`config.mk`:
```
export PLATFORM = sky130hd
export DESIGN_NAME = asac_core
export DESIGN_NICKNAME = d
export VERILOG_FILES = /design/src/rtl/asac_pkg.sv /design/src/rtl/asac_core.sv /design/src/rtl/asac_fifo.sv
export VERILOG_INCLUDE_DIRS = /design/src /design/src/rtl
export SDC_FILE = /design/constraint.sdc
export NUM_CORES = 1
export LEC_CHECK = 0
export BUFFER_PORTS_ARGS = -buffer_cell sky130_fd_sc_hd__buf_4
export CORE_MARGIN = 2
export CORE_UTILIZATION = 33
export CTS_CLUSTER_SIZE = 10
export DETAILED_ROUTE_END_ITERATION = 10
export SETUP_SLACK_MARGIN = 0.4
export SLEW_MARGIN = 15
export SYNTH_ARGS = -nofsm -noshare
export SYNTH_HDL_FRONTEND = slang
export SYNTH_SLANG_ARGS = --single-unit
```
`constraint.sdc`:
```
create_clock -name mclk -period 4 [get_ports mclk]
set_clock_uncertainty 0.2 [all_clocks]
set_input_delay 0.4 -clock mclk [delete_from_list [all_inputs] [get_ports mclk]]
set_output_delay 0.4 -clock mclk [all_outputs]
set_load 0.05 [all_outputs]
```
`src/rtl/asac_cfg.svh`:
```
// register selects, field positions, reset values and tick counts of the serial core
`ifndef ASAC_CFG_SVH
`define ASAC_CFG_SVH
`define ASAC_RS_DATA 2'h0
`define ASAC_RS_STAT 2'h1
`define ASAC_RS_CMD 2'h2
`define ASAC_RS_CTRL 2'h3
`define ASAC_CMD_RST 8'h00
`define ASAC_CTRL_RST 8'h00
`define ASAC_RATE_EXT 4'h0
`define ASAC_B_RXSRC 4
`define ASAC_B_STOP 7
`define ASAC_B_ECHO 4
`define ASAC_B_PAREN 5
`define ASAC_TXI_OFF 2'h0
`define ASAC_TXI_ON 2'h1
`define ASAC_TXI_BRK 2'h3
`define ASAC_PAR_ODD 2'h0
`define ASAC_PAR_EVEN 2'h1
`define ASAC_PAR_MARK 2'h2
`define ASAC_TICK_MID 5'h07
`define ASAC_TICK_END 5'h0f
`define ASAC_TICK_TAIL 5'h0b
`define ASAC_STOP1 5'h0f
`define ASAC_STOP15 5'h17
`define ASAC_STOP2 5'h1f
`define ASAC_FIFO_W 10
`define ASAC_FIFO_D 16
`endif

```
`src/rtl/asac_pkg.sv`:
```
// state types of the serial core
package asac_pkg;
  typedef enum logic [2:0] {tx_idle, tx_start, tx_data, tx_par, tx_stop, tx_brk} asac_tx_e;
  typedef enum logic [2:0] {rx_idle, rx_start, rx_data, rx_par, rx_stop, rx_tail, rx_brk} asac_rx_e;
  typedef struct packed {
    logic [7:0] ctrl;
    logic [7:0] cmd;
    logic [7:0] thr;
    logic tdre;
    logic [7:0] rdr;
    logic rdrf, pe, fe, ovr, irq, irq_n;
    logic car_lv, dsr_lv, mdm_pend;
    logic [7:0] dout;
    logic doe;
    logic [11:0] brg;
    logic [1:0] s_xt, s_rc, s_rx, s_cts, s_car, s_dsr;
    logic xt_old, rc_old;
    asac_tx_e tx;
    logic [4:0] tx_cnt;
    logic [2:0] tx_bit;
    logic [7:0] tx_sh;
    logic tx_par, txd, rts_n, dtr_n, rclk_o;
    asac_rx_e rx;
    logic [4:0] rx_cnt;
    logic [2:0] rx_bit;
    logic [7:0] rx_sh;
    logic rx_pe, rx_fe;
    logic [7:0] echo;
    logic echo_blk, echo_rd;
  } asac_state_s;
endpackage : asac_pkg
```
`src/rtl/asac_core.sv`:
```
// serial adapter core: registers, baud timing, transmitter, receiver, modem lines
`timescale 1ns/1ps
`default_nettype none
`include "asac_cfg.svh"
module asac_core
  import asac_pkg::*;
#(
  parameter bit CTS_DEFER = 1'b1
) (
  input wire logic mclk,
  input wire logic rst_b,
  input wire logic bus_sel,
  input wire logic bus_rw,
  input wire logic [1:0] bus_rs,
  input wire logic [7:0] bus_din,
  output logic [7:0] bus_dout,
  output logic bus_doe,
  output logic irq_n,
  input wire logic baud_clk_in,
  input wire logic receive_clock_pin_in,
  output logic receive_clock_pin_out,
  output logic receive_clock_pin_oe,
  input wire logic rxd,
  output logic txd,
  input wire logic cts_n,
  input wire logic dsr_n,
  input wire logic carrier_detect_in,
  output logic rts_n,
  output logic dtr_n
);
  asac_state_s st_q, st_d;
  logic rd, wr, tick_t, tick_r, echo_on, cts_hi;
  logic ev_rx, ev_tx, ev_mdm, ev_any;
  logic push, push_v, push_rdy, pop_v, pop_rdy;
  logic [9:0] push_w, pop_w;
  logic [3:0] nb;
  logic [4:0] stop_end;

  // reload value of the 16x tick counter
  function automatic logic [11:0] f_div(input logic [3:0] r);
    logic [15:0] v;
    case (r)
      4'h1: v = 16'h9000;
      4'h2: v = 16'h6000;
      4'h3: v = 16'h4180;
      4'h4: v = 16'h3580;
      4'h5: v = 16'h3000;
      4'h6: v = 16'h1800;
      4'h7: v = 16'h0c00;
      4'h8: v = 16'h0600;
      4'h9: v = 16'h0400;
      4'ha: v = 16'h0300;
      4'hb: v = 16'h0200;
      4'hc: v = 16'h0180;
      4'hd: v = 16'h0100;
      4'he: v = 16'h00c0;
      default: v = 16'h0060;
    endcase
    f_div = v[15:4] - 12'h001;
  endfunction : f_div

  function automatic logic [3:0] f_nbits(input logic [7:0] c);
    f_nbits = 4'h8 - {2'h0, c[6:5]};
  endfunction : f_nbits

  // last tick of the stop period, in 16x ticks
  function automatic logic [4:0] f_stop(input logic [7:0] c, input logic [7:0] m);
    if (!c[`ASAC_B_STOP]) begin
      f_stop = `ASAC_STOP1;
    end else if (c[6:5] == 2'h3 && !m[`ASAC_B_PAREN]) begin
      f_stop = `ASAC_STOP15;
    end else if (c[6:5] == 2'h0 && m[`ASAC_B_PAREN]) begin
      f_stop = `ASAC_STOP1;
    end else begin
      f_stop = `ASAC_STOP2;
    end
  endfunction : f_stop

  // parity bit over the used data bits only
  function automatic logic f_par(input logic [7:0] dat, input logic [3:0] n, input logic [1:0] md);
    logic [7:0] m;
    m = dat & ~(8'hff << n);
    case (md)
      `ASAC_PAR_ODD: f_par = ~(^m);
      `ASAC_PAR_EVEN: f_par = ^m;
      `ASAC_PAR_MARK: f_par = 1'b1;
      default: f_par = 1'b0;
    endcase
  endfunction : f_par

  // receive words queue here; the data register drains it when free
  asac_fifo #(
    .W(`ASAC_FIFO_W),
    .D(`ASAC_FIFO_D)
  ) u_rxq (
    .mclk(mclk),
    .rst_b(rst_b),
    .in_data(push_w),
    .in_valid(push_v),
    .in_ready(push_rdy),
    .out_data(pop_w),
    .out_valid(pop_v),
    .out_ready(pop_rdy)
  );

  always_comb begin
    st_d = st_q;
    rd = bus_sel & bus_rw;
    wr = bus_sel & ~bus_rw;
    ev_rx = 1'b0;
    ev_tx = 1'b0;
    ev_mdm = 1'b0;
    push = 1'b0;
    push_w = {st_q.rx_pe, st_q.rx_fe, st_q.rx_sh};
    // pin synchronisers, first stage feeds only the second
    st_d.s_xt = {st_q.s_xt[0], baud_clk_in};
    st_d.s_rc = {st_q.s_rc[0], receive_clock_pin_in};
    st_d.s_rx = {st_q.s_rx[0], rxd};
    st_d.s_cts = {st_q.s_cts[0], cts_n};
    st_d.s_car = {st_q.s_car[0], carrier_detect_in};
    st_d.s_dsr = {st_q.s_dsr[0], dsr_n};
    st_d.xt_old = st_q.s_xt[1];
    st_d.rc_old = st_q.s_rc[1];
    nb = f_nbits(st_q.ctrl);
    stop_end = f_stop(st_q.ctrl, st_q.cmd);
    echo_on = st_q.cmd[`ASAC_B_ECHO] & (st_q.cmd[3:2] == `ASAC_TXI_OFF);
    cts_hi = st_q.s_cts[1];

    tick_t = 1'b0;
    if (st_q.ctrl[3:0] == `ASAC_RATE_EXT) begin
      tick_t = st_q.s_xt[1] & ~st_q.xt_old;
      st_d.brg = 12'h000;
    end else if (st_q.brg == 12'h000) begin
      tick_t = 1'b1;
      st_d.brg = f_div(st_q.ctrl[3:0]);
    end else begin
      st_d.brg = st_q.brg - 12'h001;
    end
    tick_r = st_q.ctrl[`ASAC_B_RXSRC] ? tick_t : (st_q.s_rc[1] & ~st_q.rc_old);
    st_d.rclk_o = tick_t;

    // reads and program reset first, so hardware sets below win
    st_d.doe = rd;
    if (rd) begin
      case (bus_rs)
        `ASAC_RS_DATA: begin
          st_d.dout = st_q.rdr;
          st_d.rdrf = 1'b0;
          st_d.ovr = 1'b0;
          st_d.echo_rd = 1'b1;
        end
        `ASAC_RS_STAT: begin
          st_d.dout = {st_q.irq, ~st_q.dsr_lv, ~st_q.car_lv, st_q.tdre,
                       st_q.rdrf, st_q.ovr, st_q.fe, st_q.pe};
          st_d.irq = 1'b0;
          st_d.mdm_pend = 1'b0;
        end
        `ASAC_RS_CMD: st_d.dout = st_q.cmd;
        default: st_d.dout = st_q.ctrl;
      endcase
    end
    if (wr && bus_rs == `ASAC_RS_STAT) begin
      st_d.cmd[4:0] = 5'h00;
      st_d.ovr = 1'b0;
    end

    if (!st_q.cmd[0]) begin
      st_d.car_lv = st_q.s_car[1];
      st_d.dsr_lv = st_q.s_dsr[1];
      st_d.mdm_pend = 1'b0;
    end else if (!st_q.mdm_pend &&
                 (st_q.s_car[1] != st_q.car_lv || st_q.s_dsr[1] != st_q.dsr_lv)) begin
      st_d.car_lv = st_q.s_car[1];
      st_d.dsr_lv = st_q.s_dsr[1];
      st_d.mdm_pend = 1'b1;
      ev_mdm = 1'b1;
    end

    // receiver, sampling each bit at its middle
    if (tick_r) begin
      st_d.echo = {st_q.echo[6:0], st_q.s_rx[1]};
      st_d.rx_cnt = st_q.rx_cnt + 5'h01;
    end
    case (st_q.rx)
      rx_idle: begin
        st_d.rx_cnt = 5'h00;
        if (st_q.cmd[0] && !st_q.s_rx[1]) begin
          st_d.rx = rx_start;
          if (st_q.echo_rd) begin
            st_d.echo_blk = 1'b0;
          end
        end
      end
      rx_start: begin
        if (tick_r && st_q.rx_cnt == `ASAC_TICK_MID) begin
          st_d.rx_cnt = 5'h00;
          st_d.rx_bit = 3'h0;
          st_d.rx_sh = 8'h00;
          st_d.rx_pe = 1'b0;
          // a glitch that is high again at mid start is no start bit
          st_d.rx = st_q.s_rx[1] ? rx_idle : rx_data;
        end
      end
      rx_data: begin
        if (tick_r && st_q.rx_cnt == `ASAC_TICK_END) begin
          st_d.rx_cnt = 5'h00;
          st_d.rx_sh[st_q.rx_bit] = st_q.s_rx[1];
          st_d.rx_bit = st_q.rx_bit + 3'h1;
          if ({1'b0, st_q.rx_bit} == nb - 4'h1) begin
            st_d.rx = st_q.cmd[`ASAC_B_PAREN] ? rx_par : rx_stop;
          end
        end
      end
      rx_par: begin
        if (tick_r && st_q.rx_cnt == `ASAC_TICK_END) begin
          st_d.rx_cnt = 5'h00;
          // no check for mark and space
          st_d.rx_pe = !st_q.cmd[7] &&
                       (st_q.s_rx[1] != f_par(st_q.rx_sh, nb, st_q.cmd[7:6]));
          st_d.rx = rx_stop;
        end
      end
      rx_stop: begin
        if (tick_r && st_q.rx_cnt == `ASAC_TICK_END) begin
          st_d.rx_cnt = 5'h00;
          st_d.rx_fe = !st_q.s_rx[1];
          push_w = {st_q.rx_pe, !st_q.s_rx[1], st_q.rx_sh};
          if (stop_end == `ASAC_STOP15) begin
            st_d.rx = rx_tail;
          end else begin
            push = 1'b1;
            st_d.rx = (!st_q.s_rx[1] && st_q.rx_sh == 8'h00) ? rx_brk : rx_idle;
          end
        end
      end
      rx_tail: begin
        if (tick_r && st_q.rx_cnt == `ASAC_TICK_TAIL) begin
          push = 1'b1;
          st_d.rx = rx_idle;
        end
      end
      rx_brk: begin
        if (st_q.s_rx[1]) begin
          st_d.rx = rx_idle;
        end
      end
      default: st_d.rx = rx_idle;
    endcase

    push_v = push & ~st_q.ovr;
    if (push && (!push_rdy || st_q.ovr)) begin
      st_d.ovr = 1'b1;
      st_d.echo_blk = 1'b1;
      st_d.echo_rd = 1'b0;
    end
    pop_rdy = ~st_q.rdrf;
    if (!st_q.rdrf && pop_v) begin
      st_d.rdr = pop_w[7:0];
      st_d.fe = pop_w[8];
      st_d.pe = pop_w[9];
      st_d.rdrf = 1'b1;
      ev_rx = st_q.cmd[0] & ~st_q.cmd[1];
    end

    // transmitter, one bit per sixteen ticks
    if (tick_t) begin
      st_d.tx_cnt = st_q.tx_cnt + 5'h01;
    end
    case (st_q.tx)
      tx_idle: begin
        st_d.tx_cnt = 5'h00;
        if (st_q.cmd[3:2] == `ASAC_TXI_BRK && st_q.tdre) begin
          st_d.tx = tx_brk;
        end else if (!st_q.tdre && st_q.cmd[0] && !echo_on && !(CTS_DEFER && cts_hi)) begin
          st_d.tx = tx_start;
          st_d.tx_sh = st_q.thr;
          st_d.tx_bit = 3'h0;
          st_d.tx_par = f_par(st_q.thr, nb, st_q.cmd[7:6]);
          st_d.tdre = CTS_DEFER || !cts_hi;
          // code 01 interrupts at start bit
          ev_tx = st_q.cmd[3:2] == `ASAC_TXI_ON;
        end
      end
      tx_start: begin
        if (tick_t && st_q.tx_cnt == `ASAC_TICK_END) begin
          st_d.tx_cnt = 5'h00;
          st_d.tx = tx_data;
        end
      end
      tx_data: begin
        if (tick_t && st_q.tx_cnt == `ASAC_TICK_END) begin
          st_d.tx_cnt = 5'h00;
          st_d.tx_sh = {1'b0, st_q.tx_sh[7:1]};
          st_d.tx_bit = st_q.tx_bit + 3'h1;
          if ({1'b0, st_q.tx_bit} == nb - 4'h1) begin
            st_d.tx = st_q.cmd[`ASAC_B_PAREN] ? tx_par : tx_stop;
          end
        end
      end
      tx_par: begin
        if (tick_t && st_q.tx_cnt == `ASAC_TICK_END) begin
          st_d.tx_cnt = 5'h00;
          st_d.tx = tx_stop;
        end
      end
      tx_stop: begin
        if (tick_t && st_q.tx_cnt == stop_end) begin
          st_d.tx = tx_idle;
        end
      end
      tx_brk: begin
        st_d.tx_cnt = 5'h00;
        if (st_q.cmd[3:2] != `ASAC_TXI_BRK) begin
          st_d.tx = tx_stop;
        end
      end
      default: st_d.tx = tx_idle;
    endcase

    // line level follows the next state so the pin and state agree
    case (st_d.tx)
      tx_start: st_d.txd = 1'b0;
      tx_data: st_d.txd = st_d.tx_sh[0];
      tx_par: st_d.txd = st_d.tx_par;
      tx_brk: st_d.txd = 1'b0;
      default: st_d.txd = 1'b1;
    endcase
    if (echo_on) begin
      st_d.txd = st_q.echo_blk | st_q.echo[7];
    end
    if (!CTS_DEFER && cts_hi) begin
      st_d.txd = 1'b1;
    end

    // data, command and control writes last: a load beats the transfer
    if (wr) begin
      case (bus_rs)
        `ASAC_RS_DATA: begin
          st_d.thr = bus_din;
          st_d.tdre = 1'b0;
        end
        `ASAC_RS_CMD: st_d.cmd = bus_din;
        `ASAC_RS_CTRL: st_d.ctrl = bus_din;
        default: st_d.thr = st_q.thr;
      endcase
    end

    ev_any = (ev_rx | ev_tx | ev_mdm) & st_q.cmd[0];
    if (ev_any) begin
      st_d.irq = 1'b1;
    end
    st_d.irq_n = ~st_d.irq;
    st_d.dtr_n = ~st_d.cmd[0];
    st_d.rts_n = (st_d.cmd[3:2] == `ASAC_TXI_OFF) && !st_d.cmd[`ASAC_B_ECHO];
  end

  always_ff @(posedge mclk or negedge rst_b) begin
    if (!rst_b) begin
      st_q <= '0;
      st_q.tdre <= 1'b1;
      st_q.irq_n <= 1'b1;
      st_q.txd <= 1'b1;
      st_q.rts_n <= 1'b1;
      st_q.dtr_n <= 1'b1;
      st_q.s_rx <= 2'h3;
    end else begin
      st_q <= st_d;
    end
  end

  // outputs straight from the state register
  assign bus_dout = st_q.dout;
  assign bus_doe = st_q.doe;
  assign irq_n = st_q.irq_n;
  assign txd = st_q.txd;
  assign rts_n = st_q.rts_n;
  assign dtr_n = st_q.dtr_n;
  assign receive_clock_pin_out = st_q.rclk_o;
  assign receive_clock_pin_oe = st_q.ctrl[`ASAC_B_RXSRC];

  property p_irq_set;
    @(posedge mclk) disable iff (!rst_b) ev_any |=> !irq_n && st_q.irq;
  endproperty
  a_irq_set: assert property (p_irq_set)
    else $error("interrupt event did not raise the request");

  property p_irq_clr;
    @(posedge mclk) disable iff (!rst_b)
      (rd && bus_rs == `ASAC_RS_STAT && !ev_any) |=> irq_n;
  endproperty
  a_irq_clr: assert property (p_irq_clr)
    else $error("status read did not clear the request");

  property p_err_quiet;
    @(posedge mclk) disable iff (!rst_b)
      (push && !push_rdy && !ev_any && irq_n && !(rd && bus_rs == `ASAC_RS_STAT)) |=>
        st_q.ovr && irq_n;
  endproperty
  a_err_quiet: assert property (p_err_quiet)
    else $error("overrun raised an interrupt");

  property p_ovr;
    @(posedge mclk) disable iff (!rst_b)
      (push && !push_rdy) |=> st_q.ovr && $stable(st_q.rdr);
  endproperty
  a_ovr: assert property (p_ovr)
    else $error("overrun not flagged or data replaced");

  property p_dtr;
    @(posedge mclk) disable iff (!rst_b)
      (wr && bus_rs == `ASAC_RS_CMD) |=> dtr_n == !$past(bus_din[0]);
  endproperty
  a_dtr: assert property (p_dtr)
    else $error("terminal ready does not follow command bit 0");

  property p_rts;
    @(posedge mclk) disable iff (!rst_b)
      (wr && bus_rs == `ASAC_RS_CMD && bus_din[4:2] == 3'h0) ##1 !wr |=> rts_n;
  endproperty
  a_rts: assert property (p_rts)
    else $error("request-to-send not high for code 00");

  property p_prst;
    @(posedge mclk) disable iff (!rst_b)
      (wr && bus_rs == `ASAC_RS_STAT) |=> st_q.cmd[4:0] == 5'h00 && $stable(st_q.ctrl);
  endproperty
  a_prst: assert property (p_prst)
    else $error("program reset left command bits or changed control");

  property p_tdre;
    @(posedge mclk) disable iff (!rst_b)
      (wr && bus_rs == `ASAC_RS_DATA) |=> !st_q.tdre ##1 (st_q.tx != tx_idle || !st_q.tdre);
  endproperty
  a_tdre: assert property (p_tdre)
    else $error("transmit load not registered");

  property p_brk;
    @(posedge mclk) disable iff (!rst_b)
      (st_q.tx == tx_brk && (CTS_DEFER || !$past(st_q.s_cts[1]))) |-> !txd;
  endproperty
  a_brk: assert property (p_brk)
    else $error("break state with line at mark");

  property p_cts;
    @(posedge mclk) disable iff (!rst_b) (!CTS_DEFER && cts_hi) |=> txd;
  endproperty
  a_cts: assert property (p_cts)
    else $error("clear-to-send high did not force mark");
endmodule : asac_core
`default_nettype wire

```
`src/rtl/asac_fifo.sv`:
```
// parameterised first-in first-out buffer held in flip-flops
`timescale 1ns/1ps
`default_nettype none
module asac_fifo #(
  parameter int W = 10,
  parameter int D = 16
) (
  input wire logic mclk,
  input wire logic rst_b,
  input wire logic [W-1:0] in_data,
  input wire logic in_valid,
  output logic in_ready,
  output logic [W-1:0] out_data,
  output logic out_valid,
  input wire logic out_ready
);
  localparam int AW = $clog2(D);
  typedef struct packed {
    logic [D-1:0][W-1:0] mem;
    logic [AW-1:0] wp;
    logic [AW-1:0] rp;
    logic [AW:0] cnt;
  } asac_fifo_s;
  asac_fifo_s st_q, st_d;
  logic wr, rd;

  // full and empty come from the fill count, so both sides see honest flags
  always_comb begin
    st_d = st_q;
    in_ready = (st_q.cnt != (AW+1)'(D));
    out_valid = (st_q.cnt != '0);
    out_data = st_q.mem[st_q.rp];
    wr = in_valid & in_ready;
    rd = out_valid & out_ready;
    if (wr) begin
      st_d.mem[st_q.wp] = in_data;
      st_d.wp = st_q.wp + AW'(1);
    end
    if (rd) begin
      st_d.rp = st_q.rp + AW'(1);
    end
    st_d.cnt = st_q.cnt + (AW+1)'(wr) - (AW+1)'(rd);
  end

  always_ff @(posedge mclk or negedge rst_b) begin
    if (!rst_b) begin
      st_q <= '0;
    end else begin
      st_q <= st_d;
    end
  end
endmodule : asac_fifo
`default_nettype wire

```
==> results of run 1 <==
[worst max-delay path, delay by kind of cell (launching register included)]
family,cells,cell delay (ns)
adders and majority gates,2,0.57
xor gates and xnor gates,1,0.11
DFF,1,0.44
AOI/OAI and AO/OA,3,0.60
buffers and inverters,3,0.22
and+or+nand+nor,6,1.11
[power by group]
part	switching (mW)	leakage [nW]	internal (mW)	total (mW)
clock	1.30	0.537	1.86	3.16
sequential	0.313	4.08	3.39	3.71
combinational	0.860	3.29	0.637	1.50
[what timing repair did]
action / CTS / global route
endpoints found under the hold margin: 143 / 0
setup buffers: 0 / 2
hold buffers: 15 / 0
setup endpoints to repair: 0 / 141
resized for setup: 0 / 5
[registers in the layout, indices dropped and copies added, names as in the netlist]
register,flops
rts_n,1
receive_clock_pin_oe,1
bus_doe,1
cts_hi,1
txd,1
st_q,108
bus_dout,8
receive_clock_pin_out,1
dtr_n,1
u_rxq.st_q,173
st_d,8
irq_n,1
[synth_stat cells (3+ instances only)]
cell | n | area (um^2)
clkbuf_1 | 49 | 184
a22o_1 | 4 | 35.0
o21ai_0 | 34 | 170
nand2b_1 | 12 | 75.1
mux2i_1 | 6 | 60.1
xor2_1 | 17 | 149
or2_2 | 3 | 18.8
a21oi_1 | 20 | 100
buf_4 | 8 | 60.1
nor2b_1 | 10 | 62.6
o311ai_0 | 3 | 26.3
mux2_2 | 196 | 2210
nor2_1 | 42 | 158
a311oi_1 | 5 | 43.8
nand3_1 | 16 | 80.1
a22oi_1 | 8 | 60.1
nor3_1 | 13 | 65.1
o211a_1 | 3 | 30.0
buf_1 | 8 | 30.0
nand4_1 | 10 | 62.6
nand4_4 | 16 | 340
or3_1 | 6 | 37.5
nand3b_1 | 7 | 52.6
o2111ai_1 | 3 | 26.3
nor3b_1 | 10 | 75.1
a21boi_0 | 3 | 22.5
nor4b_1 | 3 | 26.3
nor4_1 | 5 | 31.3
o211ai_1 | 6 | 45.0
nand2_1 | 106 | 398
buf_2 | 8 | 40.0
inv_1 | 43 | 161
a211oi_1 | 5 | 37.5
xnor2_1 | 27 | 236
ha_1 | 31 | 388
a31oi_1 | 6 | 37.5
mux4_2 | 60 | 1350
o31ai_1 | 5 | 37.5
dfstp_2 | 7 | 184
and3_1 | 13 | 81.3
a21o_1 | 3 | 22.5
dfrtp_1 | 298 | 7460
mux2_1 | 5 | 56.3
[worst min-delay path by stage]
stage / end
floorplan: bus_doe
global placement: st_d[55]
detailed placement: st_q[58]
CTS: dtr_n
global route: dtr_n
finish: dtr_n
[layout make-up]
class,instances,area [um^2],share of cell area
clock buffer,57,1040,0.0595
timing repair buffer,77,661,0.0377
multi-input combinational,764,7180,0.410
clock inverter,4,71.3,0.00407
tap,600,751,0.0429
inverter,43,161,0.00922
sequential,305,7640,0.437
[routing by layer]
layer / GRT usage / wire [um] / vias to the layer above
met1: 0.212 / 16700 / 4994
met2: 0.244 / 16500 / 157
met4: 0.0365 / 617 / 0
met3: 0.0259 / 1330 / 50
met5: 0 / 0 / -
li1: - / - / 4411
[cell families (layout without fill, tap and decap cells)]
family / Yosys count / count (layout)
fa+ha+maj: 32 / 32
mux: 267 / 267
compound gates: 132 / 132
xor+xnor: 45 / 45
flops: 305 / 305
buf+inv: 118 / 181
simple gates: 288 / 288
[per-stage QoR]
step	instance area, um^2	utilization
4_1_cts	17500	0.383
6_report	17500	0.384
3_5_place_dp	16200	0.356
5_1_grt	17500	0.384
2_1_floorplan	15300	-
3_3_place_gp	16200	0.356
==> out/metrics.yaml, run 1 <==
final_cell_mix: "dfrtp_1 (296), mux2_2 (196), nand2_1 (106)"
synth_fp_nets: 1239
reg2reg_from: "st_q[72]"
p_per_area_mw_per_mm2: 478
final_common_cell: "dfrtp_1"
maxCapViolCount: 0
finalCritPeriodShare: 0.842
path_clk_slew_ns: 0.06
drt-initial-drc-count: 684
start_util: 0.335
async_flop_share: 1.00
clockBufferDepth: 3
antenna_found_initial: 0
synth_cell_types: 77
fin_ws_ns: 0.630
gp_congestion: 0.826
critPathKind: "reg2reg"
antenna_left: 0
post-place-cells: 1772
required_ns: 4.22
start_kind: "flop"
cts_max_level: 2
ff2ff_path_depth: 15
finalHoldViolations: 0
grt.total_usage: 0.151
r2r_end: "u_rxq.st_q[4]"
endpoint: "u_rxq.st_q[4]"
area_delta_synth_final_pct: 14.6
tns_ns: 0
dieWidth_um: 219
critical_path.startpoint: "st_q[72]"
synth_edf_count: 0
grt_setup_unrepaired: "no"
synth-compound-area-share: 0.0606
grt_pass1_vias: 9864
synth_adder_area_share: 0.0267
fin_crit_ns: 3.37
grt_pass1_wl_um: 57000
arrival_ns: 3.59
min_from: "bus_rs[1]"
hp-class: "in2reg"
total_power_mw: 8.36
die_area_mm2: 0.0480
drc: 0
chipHeight_um: 219
numCtsBuffers: 37
yosys_warnings: 0
drt-vias-per-instance: 5.20
end_kind: "flop"
clockRootBuffer: "clkbuf_16"
synthMuxAreaShare: 0.241
detail_route.wirelength_um: 35100
overflow: 0
synth_xor_area_frac: 0.0267
clock-sinks: 305
port_buffers: 34
synth-simple-area-share: 0.113
antennaDiodeCount: 0
dr.pass1.iters: 4
irDropWorstVdd_v: 0.000444
synthFlopType: "dfrtp_1"
ios: 35
p_leak_nw: 7.91
cpMaxStageDelayCell: "dfrtp_1"
yosysSeqAreaShare: 0.500
maxSlewViolCount: 0
max_stage_delay_ns: 0.44
syn_area_mm2: 0.0153
wl_per_cell_um: 19.0
grt_max_degree: 127
fill_cells: 4302
synth_top_family_by_area: "multiplexers"
cp_cell_sequence: "nor4_2, nand4_1, a21boi_4, nor2_2, o22ai_4, nand3_1, inv_1, ha_1, inv_1, fa_1, inv_1, a21oi_1, nor2_1, nor2_1, xnor2_1"
ys_ff_latch: 305
whs_path_depth: 2
postSynthCellCount: 1187
syn_avg_cell_area_um2: 12.9
fin_cells: 1850
nets: 1280
clock.fmax_ghz: 0.297
cp_common_cell: "inv_1"
crit_fanout: 6
status: "finished, final reports clean"
hold-worst-slack_ns: 0.0498
vias: 9612
finalSetupViolations: 0
dp_slack_ns: 0.510
slew_headroom: 0.338
dp_hpwl_um: 23400
worst_pin_slew_ns: 0.993
r2r_slack_ns: 0.63
rows: 78
clkLatencyLatePin_ns: 0.54
core_mm2: 0.0456
drive_gt1_frac: 0.327
cts_tree: "done"
Note: power is estimated with default switching activity, not from simulation.
==> run 2, diff against run 1 <==
==> constraint.sdc (replaced) <==
create_clock -name mclk -period 2.9 [get_ports mclk]
set_clock_uncertainty 0.2 [all_clocks]
set_input_delay 0.29 -clock mclk [delete_from_list [all_inputs] [get_ports mclk]]
set_output_delay 0.29 -clock mclk [all_outputs]
set_load 0.05 [all_outputs]
==> out/metrics.yaml, run 2 (synthesized netlist as in run 1, its figures left out) <==
cpMaxStageDelayCell: "dfrtp_2"
post-place-cells: 1837
critPathKind: "reg2reg"
irDropWorstVdd_v: 0.000557
worst_pin_slew_ns: 0.917
cts_max_level: 2
grt_util_met1: 0.221
maxSlewViolCount: 0
start_util: 0.335
clockBufferDepth: 3
wl_per_cell_um: 19.7
hold-worst-slack_ns: 0.0487
antenna_found_initial: 1
nets: 1394
antennaDiodeCount: 0
final_common_cell: "dfrtp_1"
grt_pass1_vias: 10500
fin_util: 0.427
fin_ws_ns: -0.177
rows: 78
drt-vias-per-instance: 5.20
clock.fmax_ghz: 0.325
crit_family: "buffers and inverters"
gr-usage-met3: 0.0279
min_from: "bus_rs[0]"
start_kind: "flop"
use_met2: 0.264
dp_hpwl_um: 24500
total_power_mw: 12.0
max_stage_delay_ns: 0.41
crit_fanout: 7
fin_cells: 1959
finalSetupViolations: 153
final_cell_mix: "dfrtp_1 (294), mux2_2 (148), buf_4 (122)"
end_kind: "flop"
reg_top3: "u_rxq.st_q (173), st_q (108)"
cp_cell_sequence: "inv_2, ha_4, or3b_4, nand4_1, a21boi_2, buf_4, o21ai_4, o22ai_4, buf_4, buf_12, bufbuf_16, nand4_4, mux2_2"
antenna_left: 0
clockRootBuffer: "clkbuf_16"
maxCapViolCount: 0
dr.pass1.iters: 5
port_buffers: 34
p_leak_nw: 8.84
slew_headroom: 0.389
critical_path.startpoint: "st_q[124]"
area_delta_synth_final_pct: 27.5
required_ns: 3.12
fill_cells: 4103
p_per_area_mw_per_mm2: 616
die_area_mm2: 0.0480
finalHoldViolations: 0
ios: 35
clkLatencyLatePin_ns: 0.56
cts_tree: "done"
fin_crit_ns: 3.08
violations: "negative setup slack"
vias: 10200
overflow: 0
grt_pass1_wl_um: 60500
path_clk_slew_ns: 0.06
numCtsBuffers: 37
largest_reg_flops: 173
grt_max_degree: 73
reg2reg_from: "st_q[124]"
arrival_ns: 3.29
gp_congestion: 0.777
hp-class: "in2reg"
grt.total_usage: 0.161
dieWidth_um: 219
cp_common_cell: "buf_4"
detail_route.wirelength_um: 38500
grt_setup_unrepaired: "yes"
drive_gt1_frac: 0.437
drc: 0
regMostFlops: "u_rxq.st_q"
status: "finished, violations left"
clock-sinks: 305
drt-initial-drc-count: 694
busiest_layer: "met2"
core_mm2: 0.0456
finalCritPeriodShare: 1.06
path_buf_inv: 5
chipHeight_um: 219
## run 2: cell count changes in the layout (fill, tap and decap cells not counted), sizes merged
cell         previous run  this run
buf                    62       166
clkbuf                 57        53
dlygate4sd3            15        18
nand4                  26        29
bufbuf                  0         2
bufinv                  1         0
clkinv                  2         3
clkinvlp                0         1
## run 2: repair_timing
item	4_1_cts	5_1_grt
buffers inserted	27	12
gates cloned	6	3
hold buffers	18	0
pin swaps	31	23
endpoints found under the hold margin	105	0
setup endpoints to repair	217	219
gates resized for setup	95	73
## run 2: area by class of cell
cell class	count	area (um^2)	share of cell area
Clock buffer	51	1010	0.0518
Clock inverter	5	78.8	0.00405
Inverter	43	164	0.00842
Multi-Input combinational cell	767	7910	0.406
Sequential cell	305	7650	0.393
Tap cell	600	751	0.0386
Timing Repair Buffer	188	1920	0.0984
## run 2: worst min-delay path: stages
cell	delay, ns
buf_4	0.21
o21ai_0	0.19
a22oi_1	0.08
## run 2: per-stage QoR
stage	setup TNS (ns)	area (um^2)	setup slack, ns
final	-16.18	19500	-0.177
after global routing	-34.99	19500	-0.388
after CTS	-14.76	19000	-0.177
after detailed placement	-24.89	17000	-0.281
after global placement	-15.47	17000	-0.219
after floorplan	-0.400	15400	-0.259
## run 2: path summary, 6_finish.rpt
| check | to | slack, ns | cells past startpoint |
|---|---|---|---|
| max | u_rxq.st_q[144] | -0.18 | 13 |
| min | dtr_n | 0.05 | 3 |
| max reg2reg | u_rxq.st_q[144] | -0.18 | 13 |
| min reg2reg | st_d[56] | 0.15 | 0 |
| max in group asynchronous | st_d[64] | 1.50 | 3 |
| min in group asynchronous | st_q[102] | 0.13 | 2 |
## run 2: report_power, final
part	internal, mW	switching, mW	leakage, nW
combinational	1.25	1.45	4.23
sequential	4.68	0.367	4.08
clock	2.43	1.80	0.523
total	8.37	3.62	8.84
## run 2: layer usage
| metal | vias up | part of all wire |
|---|---|---|
| met3 | 49 | 0.037 |
| met5 | - | 0 |
| met2 | 180 | 0.48 |
| li1 | 4633 | - |
| met4 | 0 | 0.019 |
| met1 | 5334 | 0.47 |
